`config.mk`:
```
export PLATFORM = sky130hd
export DESIGN_NAME = fsap_status_core
export DESIGN_NICKNAME = d
export VERILOG_FILES = /design/src/verilog/fsap_sync.v /design/src/verilog/fsap_prot_range.v /design/src/verilog/fsap_status_core.v
export VERILOG_INCLUDE_DIRS = /design/src /design/src/include
export SDC_FILE = /design/constraint.sdc
export NUM_CORES = 1
export LEC_CHECK = 0
export BUFFER_PORTS_ARGS = -buffer_cell sky130_fd_sc_hd__buf_2
export CAP_MARGIN = 20
export CORE_AREA = 2 2 116 118
export CTS_CLUSTER_SIZE = 16
export DETAILED_ROUTE_END_ITERATION = 8
export DIE_AREA = 0 0 118 120
export GPL_ROUTABILITY_DRIVEN = 1
export GPL_TIMING_DRIVEN = 0
export PLACE_DENSITY = 0.8
export SLEW_MARGIN = 20
export SYNTH_ARGS = -nofsm -noshare
export SYNTH_HDL_FRONTEND = slang
export SYNTH_HIERARCHICAL = 1
export SYNTH_SLANG_ARGS = --single-unit
```
`constraint.sdc`:
```
create_clock -name core_clk -period 4.4 [get_ports core_clk]
set_clock_uncertainty 0.15 [all_clocks]
set_input_delay 0.88 -clock core_clk [delete_from_list [all_inputs] [get_ports core_clk]]
set_output_delay 0.88 -clock core_clk [all_outputs]
set_load 0.1 [all_outputs]
```
`src/include/fsap_defines.vh`:
```
// Constants for the serial flash status and array protection block.
// Assumes a single include per compile unit; the guard allows repeats.
`ifndef FSAP_DEFINES_VH
`define FSAP_DEFINES_VH

// Instruction codes.
`define FSAP_OP_WREN 8'h06
`define FSAP_OP_WRDI 8'h04
`define FSAP_OP_RDSR_LOW 8'h05
`define FSAP_OP_RDSR_HIGH 8'h35
`define FSAP_OP_WRSR 8'h01
`define FSAP_OP_PAGE_PROG 8'h02
`define FSAP_OP_QUAD_PROG 8'h32
`define FSAP_OP_SECTOR_ERASE 8'h20
`define FSAP_OP_BLOCK_ERASE 8'hD8
`define FSAP_OP_CHIP_ERASE 8'hC7
`define FSAP_OP_SEC_ERASE 8'h44
`define FSAP_OP_SEC_PROG 8'h42
`define FSAP_OP_SUSPEND 8'h75
`define FSAP_OP_RESUME 8'h7A

// Operation kinds handed to the program/erase engine.
`define FSAP_KIND_PAGE 3'h0
`define FSAP_KIND_QPAGE 3'h1
`define FSAP_KIND_SECTOR 3'h2
`define FSAP_KIND_BLOCK 3'h3
`define FSAP_KIND_CHIP 3'h4
`define FSAP_KIND_SEC_ERASE 3'h5
`define FSAP_KIND_SEC_PROG 3'h6

// Byte counts an instruction must reach before it may execute.
`define FSAP_BYTES_WRSR_ONE 3'h2
`define FSAP_BYTES_WRSR_TWO 3'h3
`define FSAP_BYTES_ADDR 3'h4
`define FSAP_BYTES_PROG 3'h5
`define FSAP_BYTES_OPCODE 3'h1
`define FSAP_BYTE_SAT 3'h7
`define FSAP_BIT_LAST 3'h7

// Field positions inside the low status byte.
`define FSAP_LOW_RANGE_HI 4
`define FSAP_LOW_RANGE_LO 2
`define FSAP_LOW_TB 5
`define FSAP_LOW_GRAN 6
`define FSAP_LOW_GUARD 7
// Field positions inside the high status byte.
`define FSAP_HIGH_LOCK 0
`define FSAP_HIGH_QUAD 1
`define FSAP_HIGH_LB_HI 5
`define FSAP_HIGH_LB_LO 2
`define FSAP_HIGH_INVERT 6

// Address fields: 4KB sector number and security page number.
`define FSAP_ADDR_SECT_HI 17
`define FSAP_ADDR_SECT_LO 12
`define FSAP_ADDR_BLOCK_HI 17
`define FSAP_ADDR_BLOCK_LO 16
`define FSAP_ADDR_SECPAGE_HI 13
`define FSAP_ADDR_SECPAGE_LO 12
`define FSAP_SECT_FIRST 6'h00
`define FSAP_SECT_LAST 6'h3F
`define FSAP_SUB_FIRST 4'h0
`define FSAP_SUB_LAST 4'hF

// Protected size in 4KB sectors.
`define FSAP_CNT_NONE 7'h00
`define FSAP_CNT_1 7'h01
`define FSAP_CNT_2 7'h02
`define FSAP_CNT_4 7'h04
`define FSAP_CNT_8 7'h08
`define FSAP_CNT_16 7'h10
`define FSAP_CNT_32 7'h20
`define FSAP_CNT_ALL 7'h40

// Status register write time in core clock cycles.
`define FSAP_SRW_CYCLES 8'h10
`define FSAP_SRW_LAST 8'h01

// Synchroniser reset value for {spiClk, csN, dataIn, guardN}.
`define FSAP_PIN_RESET 4'h5

`endif

```
`src/verilog/fsap_sync.v`:
```
// Two-flop synchroniser for a group of independent pin levels.
// Assumes each bit is a level that is stable for several clocks.
`timescale 1ns/100ps
`default_nettype none
module fsap_sync #(
	parameter W = 1,
	parameter [W-1:0] RESET_VAL = {W{1'b0}}
) (
	// Clock and reset.
	input wire core_clk,
	input wire rst_n,
	// Levels.
	input wire [W-1:0] pinIn,
	output wire [W-1:0] pinSync
);
	reg [W-1:0] meta_q;
	reg [W-1:0] sync_q;

	always @(posedge core_clk) begin
		if (!rst_n) begin
			meta_q <= RESET_VAL;
			sync_q <= RESET_VAL;
		end else begin
			meta_q <= pinIn;
			sync_q <= meta_q;
		end
	end

	assign pinSync = sync_q;
endmodule
`default_nettype wire

```
`src/verilog/fsap_prot_range.v`:
```
// Decodes the protection fields into a sector range and checks a region.
// Assumes a 256KB array of sixty-four 4KB sectors.
`timescale 1ns/100ps
`default_nettype none
`include "fsap_defines.vh"
module fsap_prot_range (
	// Protection fields.
	input wire [2:0] rangeBits,
	input wire topBottomSelect,
	input wire granularitySelect,
	input wire invertProtect,
	// Region under test, in sectors.
	input wire [5:0] regFirst,
	input wire [5:0] regLast,
	output reg hit
);
	reg [6:0] cnt;
	reg [6:0] lo;
	reg [6:0] hi;
	reg empty;

	always @* begin
		cnt = `FSAP_CNT_NONE;
		if (!granularitySelect) begin
			case (rangeBits[1:0])
				2'h1: cnt = `FSAP_CNT_16;
				2'h2: cnt = `FSAP_CNT_32;
				2'h3: cnt = `FSAP_CNT_ALL;
				default: cnt = `FSAP_CNT_NONE;
			endcase
		end else begin
			case (rangeBits)
				3'h1: cnt = `FSAP_CNT_1;
				3'h2: cnt = `FSAP_CNT_2;
				3'h3: cnt = `FSAP_CNT_4;
				3'h4, 3'h5, 3'h6: cnt = `FSAP_CNT_8;
				3'h7: cnt = `FSAP_CNT_ALL;
				default: cnt = `FSAP_CNT_NONE;
			endcase
		end
		empty = (cnt == `FSAP_CNT_NONE);
		// A full count gives the whole array from either end.
		if (topBottomSelect) begin
			lo = `FSAP_CNT_NONE;
			hi = cnt - `FSAP_CNT_1;
		end else begin
			lo = `FSAP_CNT_ALL - cnt;
			hi = `FSAP_CNT_ALL - `FSAP_CNT_1;
		end
		if (invertProtect) begin
			hit = empty || ({1'b0, regFirst} < lo) || ({1'b0, regLast} > hi);
		end else begin
			hit = !empty && ({1'b0, regFirst} <= hi) && ({1'b0, regLast} >= lo);
		end
	end
endmodule
`default_nettype wire

```
`src/verilog/fsap_status_core.v`:
```
// Status word, write gating and array protection of a small serial flash.
// Assumes SPI mode 0 or 3 pins from a host; rst_n is the power-on reset.
// Functional notes
// - Busy flag at bit 0 is set during program, erase and status writes.
// - While busy, only status reads and suspend are obeyed.
// - Busy clears when the running operation completes.
// - Write latch at bit 1 is set by write enable.
// - Write latch clears at power-up, write disable and any completed operation.
// - Three range bits at 4..2, written by status write, default nothing protected.
// - Top/bottom bit chooses which end of the array is protected.
// - Granularity bit picks 4KB sectors or 64KB blocks.
// - Invert bit at 14 swaps protected and unprotected portions.
// - Guard mode 0: write-guard pin ignored, status write needs write latch.
// - Guard mode 1: pin low refuses status writes, pin high allows them.
// - Write-guard pin acts only when four-lane mode is off.
// - Power cycle returns lockdown bit to 0.
// - Paused flag at 15 set by suspend, cleared by resume or power cycle.
// - Four security page locks at 13..10 are set-only and freeze their page.
// - Four-lane enable at 9 turns the guard pin into a data lane.
// - Reserved bits have no effect when written.
// - Block granularity codes protect none, 64KB, 128KB or all.
// - Sector granularity from top protects 4KB, 8KB, 16KB or 32KB.
// - Sector granularity from bottom protects the same sizes from zero.
// - Sector codes 000 protect nothing and 111 the whole array.
// - Program or erase touching a protected range is ignored.
`timescale 1ns/100ps
`default_nettype none
`include "fsap_defines.vh"
module fsap_status_core (
	// Clock and reset.
	input wire core_clk,
	input wire rst_n,
	// SPI pins from the host.
	input wire spiClk,
	input wire csN,
	input wire dataIn,
	input wire writeGuardN,
	output wire dataOut,
	output wire dataOutEn,
	// Program/erase engine.
	input wire engineDone,
	output wire opStart,
	output wire [2:0] opKind,
	output wire [23:0] opAddr,
	output wire suspendReq,
	output wire resumeReq,
	// Observed state.
	output wire [15:0] statusWord,
	output wire fourLaneEnable,
	output wire [3:0] securityPageLocks
);
	wire [3:0] pinSync;
	wire sclk;
	wire cs;
	wire din;
	wire guardN;
	reg sclkPrev_q;
	reg csPrev_q;
	wire riseE;
	wire fallE;
	wire csStart;
	wire csEnd;

	// SPI shifter state.
	reg [7:0] shiftIn_q;
	reg [2:0] bitCnt_q;
	reg [2:0] byteCnt_q;
	reg [7:0] opcode_q;
	reg [23:0] addr_q;
	reg [7:0] data1_q;
	reg [7:0] data2_q;
	reg [7:0] txByte_q;
	reg reading_q;
	reg readHigh_q;
	reg doOut_q;
	reg doOe_q;
	wire [7:0] rxByte;

	// Status fields.
	reg busy_q;
	reg busyArray_q;
	reg [7:0] srwCnt_q;
	reg wel_q;
	reg [2:0] range_q;
	reg tb_q;
	reg gran_q;
	reg guard_q;
	reg lock_q;
	reg quad_q;
	reg [3:0] secLocks_q;
	reg invert_q;
	reg paused_q;

	// Engine handshake.
	reg opStart_q;
	reg [2:0] opKind_q;
	reg [23:0] opAddr_q;
	reg suspendReq_q;
	reg resumeReq_q;

	wire [7:0] statusLow;
	wire [7:0] statusHigh;
	reg [5:0] regFirst;
	reg [5:0] regLast;
	wire protHit;
	wire wrsrAllowed;
	wire secPageLocked;
	wire [5:0] addrSect;
	wire [1:0] addrBlock;

	fsap_sync #(
		.W(4),
		.RESET_VAL(`FSAP_PIN_RESET)
	) u_sync (
		.core_clk(core_clk),
		.rst_n(rst_n),
		.pinIn({spiClk, csN, dataIn, writeGuardN}),
		.pinSync(pinSync)
	);

	assign sclk = pinSync[3];
	assign cs = pinSync[2];
	assign din = pinSync[1];
	assign guardN = pinSync[0];

	// The serial clock is oversampled eight times, so edges are found by comparison.
	assign riseE = sclk && !sclkPrev_q && !cs;
	assign fallE = !sclk && sclkPrev_q && !cs;
	assign csStart = !cs && csPrev_q;
	assign csEnd = cs && !csPrev_q;
	assign rxByte = {shiftIn_q[6:0], din};

	assign statusLow = {guard_q, gran_q, tb_q, range_q, wel_q, busy_q};
	// Every high-byte position is a real field, but written bit 7 is thrown away since paused is set only by suspend.
	assign statusHigh = {paused_q, invert_q, secLocks_q, quad_q, lock_q};

	assign addrSect = addr_q[`FSAP_ADDR_SECT_HI:`FSAP_ADDR_SECT_LO];
	assign addrBlock = addr_q[`FSAP_ADDR_BLOCK_HI:`FSAP_ADDR_BLOCK_LO];

	always @* begin
		regFirst = addrSect;
		regLast = addrSect;
		case (opcode_q)
			`FSAP_OP_BLOCK_ERASE: begin
				regFirst = {addrBlock, `FSAP_SUB_FIRST};
				regLast = {addrBlock, `FSAP_SUB_LAST};
			end
			`FSAP_OP_CHIP_ERASE: begin
				regFirst = `FSAP_SECT_FIRST;
				regLast = `FSAP_SECT_LAST;
			end
			default: begin
				regFirst = addrSect;
				regLast = addrSect;
			end
		endcase
	end

	fsap_prot_range u_prot (
		.rangeBits(range_q),
		.topBottomSelect(tb_q),
		.granularitySelect(gran_q),
		.invertProtect(invert_q),
		.regFirst(regFirst),
		.regLast(regLast),
		.hit(protHit)
	);

	// In four-lane mode the guard pin carries data and must not gate writes.
	assign wrsrAllowed = wel_q && !lock_q && !(guard_q && !guardN && !quad_q);
	assign secPageLocked =
		secLocks_q[addr_q[`FSAP_ADDR_SECPAGE_HI:`FSAP_ADDR_SECPAGE_LO]];

	// Serial shifter and status read-out.
	always @(posedge core_clk) begin
		if (!rst_n) begin
			sclkPrev_q <= 1'b0;
			csPrev_q <= 1'b1;
			shiftIn_q <= 8'h00;
			bitCnt_q <= 3'h0;
			byteCnt_q <= 3'h0;
			opcode_q <= 8'h00;
			addr_q <= 24'h000000;
			data1_q <= 8'h00;
			data2_q <= 8'h00;
			txByte_q <= 8'h00;
			reading_q <= 1'b0;
			readHigh_q <= 1'b0;
			doOut_q <= 1'b0;
			doOe_q <= 1'b0;
		end else begin
			sclkPrev_q <= sclk;
			csPrev_q <= cs;
			doOe_q <= reading_q && !cs;
			if (csStart || csEnd) begin
				bitCnt_q <= 3'h0;
				reading_q <= 1'b0;
				if (csStart) begin
					byteCnt_q <= 3'h0;
				end
			end else if (riseE) begin
				shiftIn_q <= rxByte;
				bitCnt_q <= bitCnt_q + 3'h1;
				if (bitCnt_q == `FSAP_BIT_LAST) begin
					if (byteCnt_q != `FSAP_BYTE_SAT) begin
						byteCnt_q <= byteCnt_q + 3'h1;
					end
					if (byteCnt_q == 3'h0) begin
						opcode_q <= rxByte;
						if (rxByte == `FSAP_OP_RDSR_LOW || rxByte == `FSAP_OP_RDSR_HIGH) begin
							reading_q <= 1'b1;
							readHigh_q <= (rxByte == `FSAP_OP_RDSR_HIGH);
							txByte_q <= (rxByte == `FSAP_OP_RDSR_HIGH) ? statusHigh : statusLow;
						end
					end else begin
						if (byteCnt_q < `FSAP_BYTES_ADDR) begin
							addr_q <= {addr_q[15:0], rxByte};
						end
						if (byteCnt_q == `FSAP_BYTES_OPCODE) begin
							data1_q <= rxByte;
						end
						if (byteCnt_q == `FSAP_BYTES_WRSR_ONE) begin
							data2_q <= rxByte;
						end
						// Repeated reads always show the live status.
						if (reading_q) begin
							txByte_q <= readHigh_q ? statusHigh : statusLow;
						end
					end
				end
			end else if (fallE && reading_q) begin
				doOut_q <= txByte_q[7];
				txByte_q <= {txByte_q[6:0], 1'b0};
			end
		end
	end

	// Instruction execution at chip-select release and operation completion.
	always @(posedge core_clk) begin
		if (!rst_n) begin
			busy_q <= 1'b0;
			busyArray_q <= 1'b0;
			srwCnt_q <= 8'h00;
			wel_q <= 1'b0;
			range_q <= 3'h0;
			tb_q <= 1'b0;
			gran_q <= 1'b0;
			guard_q <= 1'b0;
			lock_q <= 1'b0;
			quad_q <= 1'b0;
			secLocks_q <= 4'h0;
			invert_q <= 1'b0;
			paused_q <= 1'b0;
			opStart_q <= 1'b0;
			opKind_q <= `FSAP_KIND_PAGE;
			opAddr_q <= 24'h000000;
			suspendReq_q <= 1'b0;
			resumeReq_q <= 1'b0;
		end else begin
			opStart_q <= 1'b0;
			suspendReq_q <= 1'b0;
			resumeReq_q <= 1'b0;
			// Writes and erases must end on a byte boundary.
			if (csEnd && bitCnt_q == 3'h0 && byteCnt_q != 3'h0) begin
				if (busy_q) begin
					if (opcode_q == `FSAP_OP_SUSPEND && busyArray_q) begin
						paused_q <= 1'b1;
						busy_q <= 1'b0;
						suspendReq_q <= 1'b1;
					end
				end else begin
					case (opcode_q)
						`FSAP_OP_WREN: begin
							wel_q <= 1'b1;
						end
						`FSAP_OP_WRDI: begin
							wel_q <= 1'b0;
						end
						`FSAP_OP_RESUME: begin
							if (paused_q) begin
								paused_q <= 1'b0;
								busy_q <= 1'b1;
								busyArray_q <= 1'b1;
								resumeReq_q <= 1'b1;
							end
						end
						`FSAP_OP_WRSR: begin
							if (byteCnt_q >= `FSAP_BYTES_WRSR_ONE && wrsrAllowed) begin
								range_q <= data1_q[`FSAP_LOW_RANGE_HI:`FSAP_LOW_RANGE_LO];
								tb_q <= data1_q[`FSAP_LOW_TB];
								gran_q <= data1_q[`FSAP_LOW_GRAN];
								guard_q <= data1_q[`FSAP_LOW_GUARD];
								if (byteCnt_q >= `FSAP_BYTES_WRSR_TWO) begin
									lock_q <= data2_q[`FSAP_HIGH_LOCK];
									quad_q <= data2_q[`FSAP_HIGH_QUAD];
									secLocks_q <= secLocks_q |
										data2_q[`FSAP_HIGH_LB_HI:`FSAP_HIGH_LB_LO];
									invert_q <= data2_q[`FSAP_HIGH_INVERT];
								end
								busy_q <= 1'b1;
								busyArray_q <= 1'b0;
								srwCnt_q <= `FSAP_SRW_CYCLES;
							end
						end
						`FSAP_OP_PAGE_PROG, `FSAP_OP_QUAD_PROG, `FSAP_OP_SECTOR_ERASE,
						`FSAP_OP_BLOCK_ERASE: begin
							if (wel_q && !protHit && byteCnt_q >= ((opcode_q == `FSAP_OP_PAGE_PROG ||
								opcode_q == `FSAP_OP_QUAD_PROG) ? `FSAP_BYTES_PROG :
								`FSAP_BYTES_ADDR)) begin
								busy_q <= 1'b1;
								busyArray_q <= 1'b1;
								opStart_q <= 1'b1;
								opAddr_q <= addr_q;
								opKind_q <= (opcode_q == `FSAP_OP_PAGE_PROG) ? `FSAP_KIND_PAGE :
									(opcode_q == `FSAP_OP_QUAD_PROG) ? `FSAP_KIND_QPAGE :
									(opcode_q == `FSAP_OP_SECTOR_ERASE) ? `FSAP_KIND_SECTOR :
									`FSAP_KIND_BLOCK;
							end
						end
						`FSAP_OP_CHIP_ERASE: begin
							if (wel_q && !protHit) begin
								busy_q <= 1'b1;
								busyArray_q <= 1'b1;
								opStart_q <= 1'b1;
								opAddr_q <= 24'h000000;
								opKind_q <= `FSAP_KIND_CHIP;
							end
						end
						`FSAP_OP_SEC_ERASE, `FSAP_OP_SEC_PROG: begin
							if (wel_q && !secPageLocked && byteCnt_q >= `FSAP_BYTES_ADDR) begin
								busy_q <= 1'b1;
								busyArray_q <= 1'b1;
								opStart_q <= 1'b1;
								opAddr_q <= addr_q;
								opKind_q <= (opcode_q == `FSAP_OP_SEC_ERASE) ?
									`FSAP_KIND_SEC_ERASE : `FSAP_KIND_SEC_PROG;
							end
						end
						default: begin
							wel_q <= wel_q;
						end
					endcase
				end
			end
			// Completion of the running operation.
			if (busy_q && !busyArray_q) begin
				srwCnt_q <= srwCnt_q - 8'h01;
				if (srwCnt_q == `FSAP_SRW_LAST) begin
					busy_q <= 1'b0;
					wel_q <= 1'b0;
				end
			end else if (busy_q && engineDone) begin
				busy_q <= 1'b0;
				wel_q <= 1'b0;
			end
		end
	end

	assign dataOut = doOut_q;
	assign dataOutEn = doOe_q;
	assign opStart = opStart_q;
	assign opKind = opKind_q;
	assign opAddr = opAddr_q;
	assign suspendReq = suspendReq_q;
	assign resumeReq = resumeReq_q;
	assign statusWord = {statusHigh, statusLow};
	assign fourLaneEnable = quad_q;
	assign securityPageLocks = secLocks_q;
endmodule
`default_nettype wire

```
[Word-level counts from Yosys, hierarchy flattened]
Index checks and enable logic that the tools add are counted.
Word-level totals
  logic and storage cells: 245
  register bits after elaboration: 137
Operators by class
  multiplexer cells: 70
  magnitude comparators: 10
  $add $sub $neg: 5
  reductions and logical operators: 78
  eq/ne operators: 40
  bitwise operators: 8
Operators with widths (count)
  2-to-1 mux 8 bit: 13
  2-to-1 mux 24 bit: 3
  one-hot mux 24 bit (3 select lines): 1
  one-hot mux 7 bit (5 select lines): 1
  == test 8 x 7 -> 1 bit, second input constant: 4
  AND reduction 5 bit: 6
  2-to-1 mux 1 bit: 29
  == test 8 x 3 -> 1 bit, second input constant: 3
  == test 8 x 6 -> 1 bit, second input constant: 3
  logical AND 1 bit: 24
  2-to-1 mux 3 bit: 8
  one-hot mux 6 bit (2 select lines): 2
  2-to-1 mux 7 bit: 3
  one-hot mux 7 bit (3 select lines): 1
  AND reduction 4 bit: 5
  == test 8 x 1 -> 1 bit, second input constant: 2
  == test 8 bit, second input constant: 2
  nonzero test 2 bit: 8
  == test 3 bit, second input constant: 5
  zero test 1 bit: 12
  != test 2 bit, second input constant: 6
  one-hot mux 1 bit (5 select lines): 2
  == test 3 x 2 -> 1 bit, second input constant: 3
  one-hot mux 3 bit (3 select lines): 1
  other kinds (39): 64

[Depth between registers and ports, before layout]
  depth in word-level cells: 19
  depth in mapped cells: 21

[Hierarchy]
The synthesis kept the hierarchy.
By module, submodules not included
  fsap_status_core: instances 1, cells an instance 696, area each 5859.4 um^2
  fsap_prot_range: instances 1, cells an instance 104, area each 802.0 um^2
  fsap_sync: instances 1, cells an instance 16, area each 210.2 um^2

[Least setup slack after synthesis]
OpenSTA, ideal clock, no wires.
  kind: register -> register
  from: reg range_q[1]
  to: reg opKind_q[0], in the netlist opKind[0]
  buffers on the path: 4
  setup time: 0.122 ns
  data arrival time: 4.613 ns
  cell stages (with the launch flop): 19
  period minus slack after synthesis: 4.884 ns
  data required time: 4.128 ns
  path slack: -0.484 ns
  cell sequence: dfxtp_1 > clkbuf_4 > nand3_1 > ha_1 > clkbuf_1 > o41ai_1 > nor2_1 > ha_1 > a211o_1 > o221ai_1 > o21bai_1 > a311o_1 > nand2b_1 > a2111oi_0 > o31a_2 > o21ai_2 > buf_6 > buf_12 > mux2i_1
On the way
  word-level cells in the longest chain between the ends: 15
Ends and longest elaborated chain
  start, declared: RTL line fsap_status_core.v:84  | reg [2:0] range_q;
  start signal, assigned: RTL line fsap_status_core.v:289  | range_q <= data1_q[`FSAP_LOW_RANGE_HI:`FSAP_LOW_RANGE_LO];
  == test 3 bit: RTL line fsap_prot_range.v:32  | case (rangeBits)
  OR reduction 3 bit: RTL line fsap_prot_range.v:32
  one-hot mux 7 bit (5 select lines): RTL line fsap_prot_range.v:32
  2-to-1 mux 7 bit *: RTL line fsap_prot_range.v:24  | if (!granularitySelect) begin
  subtractor 7 x 1 -> 7 bit (no line) / subtractor 7 bit (equally long branches)
  2-to-1 mux 7 bit: RTL line fsap_prot_range.v:43  | if (topBottomSelect) begin
  <= comparator 6 x 7 -> 1 bit / < comparator 6 x 7 -> 1 bit (equally long branches): RTL line fsap_prot_range.v:53, fsap_prot_range.v:51
  logical AND 1 bit / logical OR 1 bit (equally long branches) (2 in a row): RTL line fsap_prot_range.v:53, fsap_prot_range.v:51
  2-to-1 mux 1 bit *: RTL line fsap_prot_range.v:50  | if (invertProtect) begin
  net protHit: RTL line fsap_status_core.v:105  | wire protHit;
  zero test 1 bit *: RTL line fsap_status_core.v:307, fsap_status_core.v:321
  logical AND 1 bit *: RTL line fsap_status_core.v:307, fsap_status_core.v:321
  logical AND 1 bit: RTL line fsap_status_core.v:307  | if (wel_q && !protHit && byteCnt_q >= ((opcode_q == `FSAP_OP_PAGE_PROG ||
  != test 2 bit (no line)
  AND reduction 6 bit (no line) *
  end signal, assigned: RTL line fsap_status_core.v:314  | opKind_q <= (opcode_q == `FSAP_OP_PAGE_PROG) ? `FSAP_KIND_PAGE :
  end signal, assigned: RTL line fsap_status_core.v:326  | opKind_q <= `FSAP_KIND_CHIP;
  end signal, assigned: RTL line fsap_status_core.v:335  | opKind_q <= (opcode_q == `FSAP_OP_SEC_ERASE) ?
  end, declared: RTL line fsap_status_core.v:96  | reg [2:0] opKind_q;
Mark *: on every way through the listed nets, which the timed path passes. The rest lies on a longest branch.
A chain may end at the register's enable or synchronous reset.

[Worst setup path in the final report]
  from: reg gran_q
  to: reg opAddr_q[13], in the netlist opAddr[13]
On the way
  word-level cells in the longest chain between the ends: 12
Ends and longest elaborated chain
  start, declared: RTL line fsap_status_core.v:86  | reg gran_q;
  start signal, assigned: RTL line fsap_status_core.v:291  | gran_q <= data1_q[`FSAP_LOW_GRAN];
  2-to-1 mux 7 bit *: RTL line fsap_prot_range.v:24
  subtractor 7 x 1 -> 7 bit (no line) / subtractor 7 bit (equally long branches)
  2-to-1 mux 7 bit: RTL line fsap_prot_range.v:43
  <= comparator 6 x 7 -> 1 bit / < comparator 6 x 7 -> 1 bit (equally long branches): RTL line fsap_prot_range.v:53, fsap_prot_range.v:51
  logical AND 1 bit / logical OR 1 bit (equally long branches) (2 in a row): RTL line fsap_prot_range.v:53, fsap_prot_range.v:51
  2-to-1 mux 1 bit *: RTL line fsap_prot_range.v:50
  net protHit: RTL line fsap_status_core.v:105
  zero test 1 bit *: RTL line fsap_status_core.v:307, fsap_status_core.v:321
  logical AND 1 bit *: RTL line fsap_status_core.v:307, fsap_status_core.v:321
  logical AND 1 bit: RTL line fsap_status_core.v:307
  != test 2 bit (no line)
  AND reduction 6 bit (no line) *
  end signal, assigned: RTL line fsap_status_core.v:313  | opAddr_q <= addr_q;
  end signal, assigned: RTL line fsap_status_core.v:334  | opAddr_q <= addr_q;
  end, declared: RTL line fsap_status_core.v:97  | reg [23:0] opAddr_q;
Marked as above.

==> results.txt <==
- Run status: finished clean
- In this run the worst hold path is classified as flip-flop to flip-flop.
- The first TritonRoute pass finished after 6 iterations.
* Maximum number of pins on one net before global-route repair: 17
* Pins over their slew limit: 0
* Vias in the first global route: 5758
* Critical path's slowest cell: dfxtp_4
- For this design the static power due to leakage is 0.00346 uW.
* WL per Instance: 16.3 um
- The startpoint identified for the worst register-to-register timing path is gran_q$_SDFFE_PN0P_.
* Worst-path fanout max: 10
- Core region area: 0.0130 sq mm
- Once layout is complete, the utilization of the core stands at 0.628.
- Transition at the pin with the smallest max-transition slack: 766 ps
* Fraction of final layout cells with drive strength greater than 1: 0.186
- In this run, synthesis inferred 0 flip-flops with an integrated enable.
* Die Y-Extent: 120 um
- Number of levels in the clock H-tree: 4
- Cell area after layout: 0.00816 sq mm
- The repair_antennas step left the layout with diodes totalling 0.
- Cell type with the highest occurrence count on the critical path: buf_6
- In the routed design, unresolved DRC markers number 0.
- Wire length of the first global-routing pass: 28200 um
- Broken down by cell family, the worst path's largest delay share belongs to compound AO/OA/AOI/OAI gates.
- Worst path arrival time: 4320 ps
- STA classifies the critical path endpoint as a flip-flop.
- Of the available clock period, the critical path in the final layout requires 0.946.
- Cell internal power was estimated by the tool at 2140 uW.
- Setup violations remaining at the end of the flow were counted as 0.
- The endpoint identified for the worst register-to-register timing path is opAddr[13]$_SDFFE_PN0P_.
* Number of violations reported at the end of detailed-routing iteration 0: 506
- Counting the buffers created by CTS gives 17.
- The detail route stage leaves a number of antenna-violating nets equal to 0.
* Part of the power in the clock network: 0.537
* Maximum operating frequency: 0.240 GHz
- Traced cell by cell, the critical path runs through buf_6, nor2b_4, nand3_2, ha_4, o21ai_1, o41ai_4, nor2_2, ha_1, a211o_1, o221ai_2, o21bai_1, a311o_1, nand2b_2, a2111oi_4, o31a_2, o21ai_2, buf_6, buf_12, mux2i_1.
* Via-to-Cell Ratio: 5.66
* Aggregate global routing overflow: 0
- Instance count after placement with tap cells included: 1051
- For the worst setup path, the data required time is 4560 ps.
- Clock tree root driver cell: clkbuf_16
* Die area: 0.0142 sq mm
* Worst Reg-to-Reg Cells: 19
* Initial antenna violation count: 0
- Measured against its own limit, the worst slew margin works out to 0.485.
- Clock tree buffer depth: 2
- For this design the top-level I/O count stands at 60.
* Post-synth cell types: 75
* P per Cell Area: 337 mW/mm^2
- Average instance area after synthesis: 8.42 sq um
* Async S/R FF share, synth: 0
- Fraction of power consumed by sequential logic: 0.446
- Clock latency reported for the late side of the worst-skew pair: 420 ps
- The share of the Yosys chip area taken by registers is 0.393.
* Critical path startpoint: gran_q$_SDFFE_PN0P_
- The most used flip-flop cell after synthesis is dfxtp_1.
- Flip-flop and latch count after synthesis: 135
* Number of nets in the layout: 943
- Die width: 118 um
* Relative area change from synthesis to final layout: 18.7%
- The number of hold violations in the final report was 0.
- The initialized floorplan defines 42 standard-cell rows.
- Worst setup path endpoint: opAddr[13]$_SDFFE_PN0P_
- # Max-Cap Violations: 0
* Worst setup slack for register-to-register paths: 240 ps
- The worst setup path is launched from a flip-flop.
- Post-layout power: 2750 uW
- Across every metal layer, demand over resource in global routing totals 0.250.
- The critical path in this run is classified as flip-flop to flip-flop.
- Synthesis handed over a netlist of 816 instances.
- The count of cells in the finished layout, fillers not included, comes to 1087.
- Buffers plus inverters on the worst setup path: 3
- For this run, the number of Yosys warnings is 6.
- The clock drives 135 sinks.
- On the final layout, the worst hold slack is 254 ps.
* Post-detail-place hpwl: 12500 um
- Final wirelength: 17700 um
- Once placement finished, the instance area stood at 0.00740 sq mm.
- The critical path runs through a total of 19 cells.
- The congestion estimate from routability-driven global placement came to 0.903.
- Port bufs: 59
- After clock tree synthesis, the clock-pin slew on the worst setup and hold paths is 60 ps.
- The number of nets in the synthesized netlist is 861.
* Number of buffers inserted for hold repair after clock tree synthesis: 0
* Final critical delay including setup and external delays: 4160 ps
* TritonCTS clock tree: done
- NetSw: 610 uW
- IR analysis of the VDD net gives a maximum drop of 0.000234 V.
* Syn Std Cell Area: 0.00687 sq mm
- Starting utilization of the core area: 0.529
* Slowest cell delay on critical path: 380 ps
- Vias: 6154
* Switching part of the total power: 0.222
* Combinational group share of total power: 0.017
## power by group through the flow
stage                     combinational [uW]  clock (uW)  sequential (uW)
final                                   45.4        1480             1230
after global routing                    48.9        1550             1230
after CTS                               44.9        1490             1230
after detailed placement                44.7           0             1250
after global placement                  44.4           0             1250
after floorplan                         26.2           0             1250
## cell families (layout without fill, tap and decap cells)
| group | after synthesis | count (layout) | synth area share |
|---|---|---|---|
| and+or+nand+nor | 363 | 363 | 0.263 |
| xor gates and xnor gates | 8 | 8 | 0.0102 |
| buffers and inverters | 84 | 179 | 0.0654 |
| muxes | 44 | 44 | 0.0665 |
| DFF | 135 | 135 | 0.393 |
| adders and majority gates | 38 | 38 | 0.0692 |
| AOI/OAI and AO/OA | 144 | 144 | 0.133 |
## Yosys cell counts (all sizes together), types with 5 or more instances
| master | number | area, sq um |
|---|---|---|
| a21oi | 71 | 355 |
| and2 | 14 | 87.6 |
| and3 | 6 | 37.5 |
| buf | 33 | 254 |
| clkbuf | 27 | 105 |
| dfxtp | 135 | 2700 |
| ha | 38 | 475 |
| inv | 24 | 90.1 |
| mux2i | 40 | 400 |
| nand2 | 167 | 627 |
| nand2b | 12 | 75.1 |
| nand3 | 35 | 175 |
| nand4 | 8 | 56.3 |
| nor2 | 49 | 194 |
| nor2b | 8 | 57.6 |
| nor3 | 16 | 80.1 |
| nor3b | 5 | 37.5 |
| nor4 | 9 | 71.3 |
| nor4b | 5 | 50.0 |
| o211a | 8 | 80.1 |
| o21a | 5 | 37.5 |
| o21ai | 21 | 109 |
| o2bb2ai | 7 | 61.3 |
| or2 | 7 | 43.8 |
| or3 | 7 | 43.8 |
| xnor2 | 5 | 43.8 |
## state kept, by name, summed over array words and instances, names as in the netlist, 3 cells and up
signal / flops
byteCnt_q: 3
u_sync/meta_q: 4
txByte_q: 8
opAddr: 24
addr_q: 24
u_sync/pinSync: 4
opKind: 3
srwCnt_q: 8
range_q: 3
data2_q: 7
opcode_q: 8
bitCnt_q: 3
shiftIn_q: 7
securityPageLocks: 4
data1_q: 6
## worst register-to-register path, cell delays in order (launching register included)
cell,delay (ps)
dfxtp_4,380
buf_6,150
nor2b_4,190
nand3_2,110
ha_4,200
o21ai_1,140
o41ai_4,130
nor2_2,140
ha_1,270
a211o_1,270
o221ai_2,170
o21bai_1,100
a311o_1,360
nand2b_2,230
a2111oi_4,300
o31a_2,220
o21ai_2,80
buf_6,180
buf_12,160
mux2i_1,120
## placed cells by master, fill, tap and decap left out, types with 4 or more instances in the layout
master     synthesis  final
a21oi_1           71     71
a31oi_1            4      4
and2_1            14     14
and3_1             6      6
buf_2             12     71
buf_4             14     19
buf_6              4      4
clkbuf_1          26     25
clkbuf_16          0     17
dfxtp_1          135    130
ha_1              38     37
inv_1             24     24
inv_6              0      5
mux2i_1           40     40
nand2_1          167    167
nand2b_1          12     11
nand3_1           35     34
nand4_1            7      7
nor2_1            47     45
nor2b_1            7      7
nor3_1            16     16
nor3b_1            5      5
nor4_1             8      7
o211a_1            8      8
o21a_1             5      5
o21ai_0           18     18
o2bb2ai_1          7      7
or2_2              6      6
or3_1              7      7
xnor2_1            5      5
## metal layers
layer,routed length (um),vias to the layer above,GRT usage
met3,1160,64,0.0490
met2,8270,226,0.407
met1,7590,2864,0.318
li1,-,3000,-
met5,0,-,0
met4,716,0,0.126
## through the flow
stage,setup slack (ps),TNS [ps]
floorplan,47.9,0
global placement,-575,-15260
detailed placement,-618,-16360
CTS,17.8,0
global route,-1.38,-1.38
finish,237,0
## worst min path at each step
stage,cells past startpoint,endpoint,from
after CTS,1,u_sync/pinSync[0]$_SDFF_PN1_,u_sync/meta_q[0]$_SDFF_PN1_
final,1,u_sync/pinSync[0]$_SDFF_PN1_,u_sync/meta_q[0]$_SDFF_PN1_
after detailed placement,1,u_sync/pinSync[0]$_SDFF_PN1_,u_sync/meta_q[0]$_SDFF_PN1_
after global placement,1,u_sync/pinSync[0]$_SDFF_PN1_,u_sync/meta_q[0]$_SDFF_PN1_
after floorplan,1,u_sync/pinSync[0]$_SDFF_PN1_,u_sync/meta_q[0]$_SDFF_PN1_
after global routing,1,u_sync/pinSync[2]$_SDFF_PN1_,u_sync/meta_q[2]$_SDFF_PN1_
## area by class of cell
cell class / count / area, sq um
Buffer: 59 / 355
Clock inverter: 15 / 193
Clock buffer: 17 / 425
Inverter: 24 / 90.1
Fill cell: 1080 / 4820
Sequential cell: 135 / 2720
Tap cell: 176 / 220
Multi-Input combinational cell: 597 / 3820
Timing Repair Buffer: 64 / 333
## timing repair
action	in CTS	in global routing
endpoints found under the setup margin	30	29
pin swaps	2	4
gates resized for setup	8	14
hold endpoints to repair	0	0
setup buffers	2	3
(Power assumes the default switching activity.)
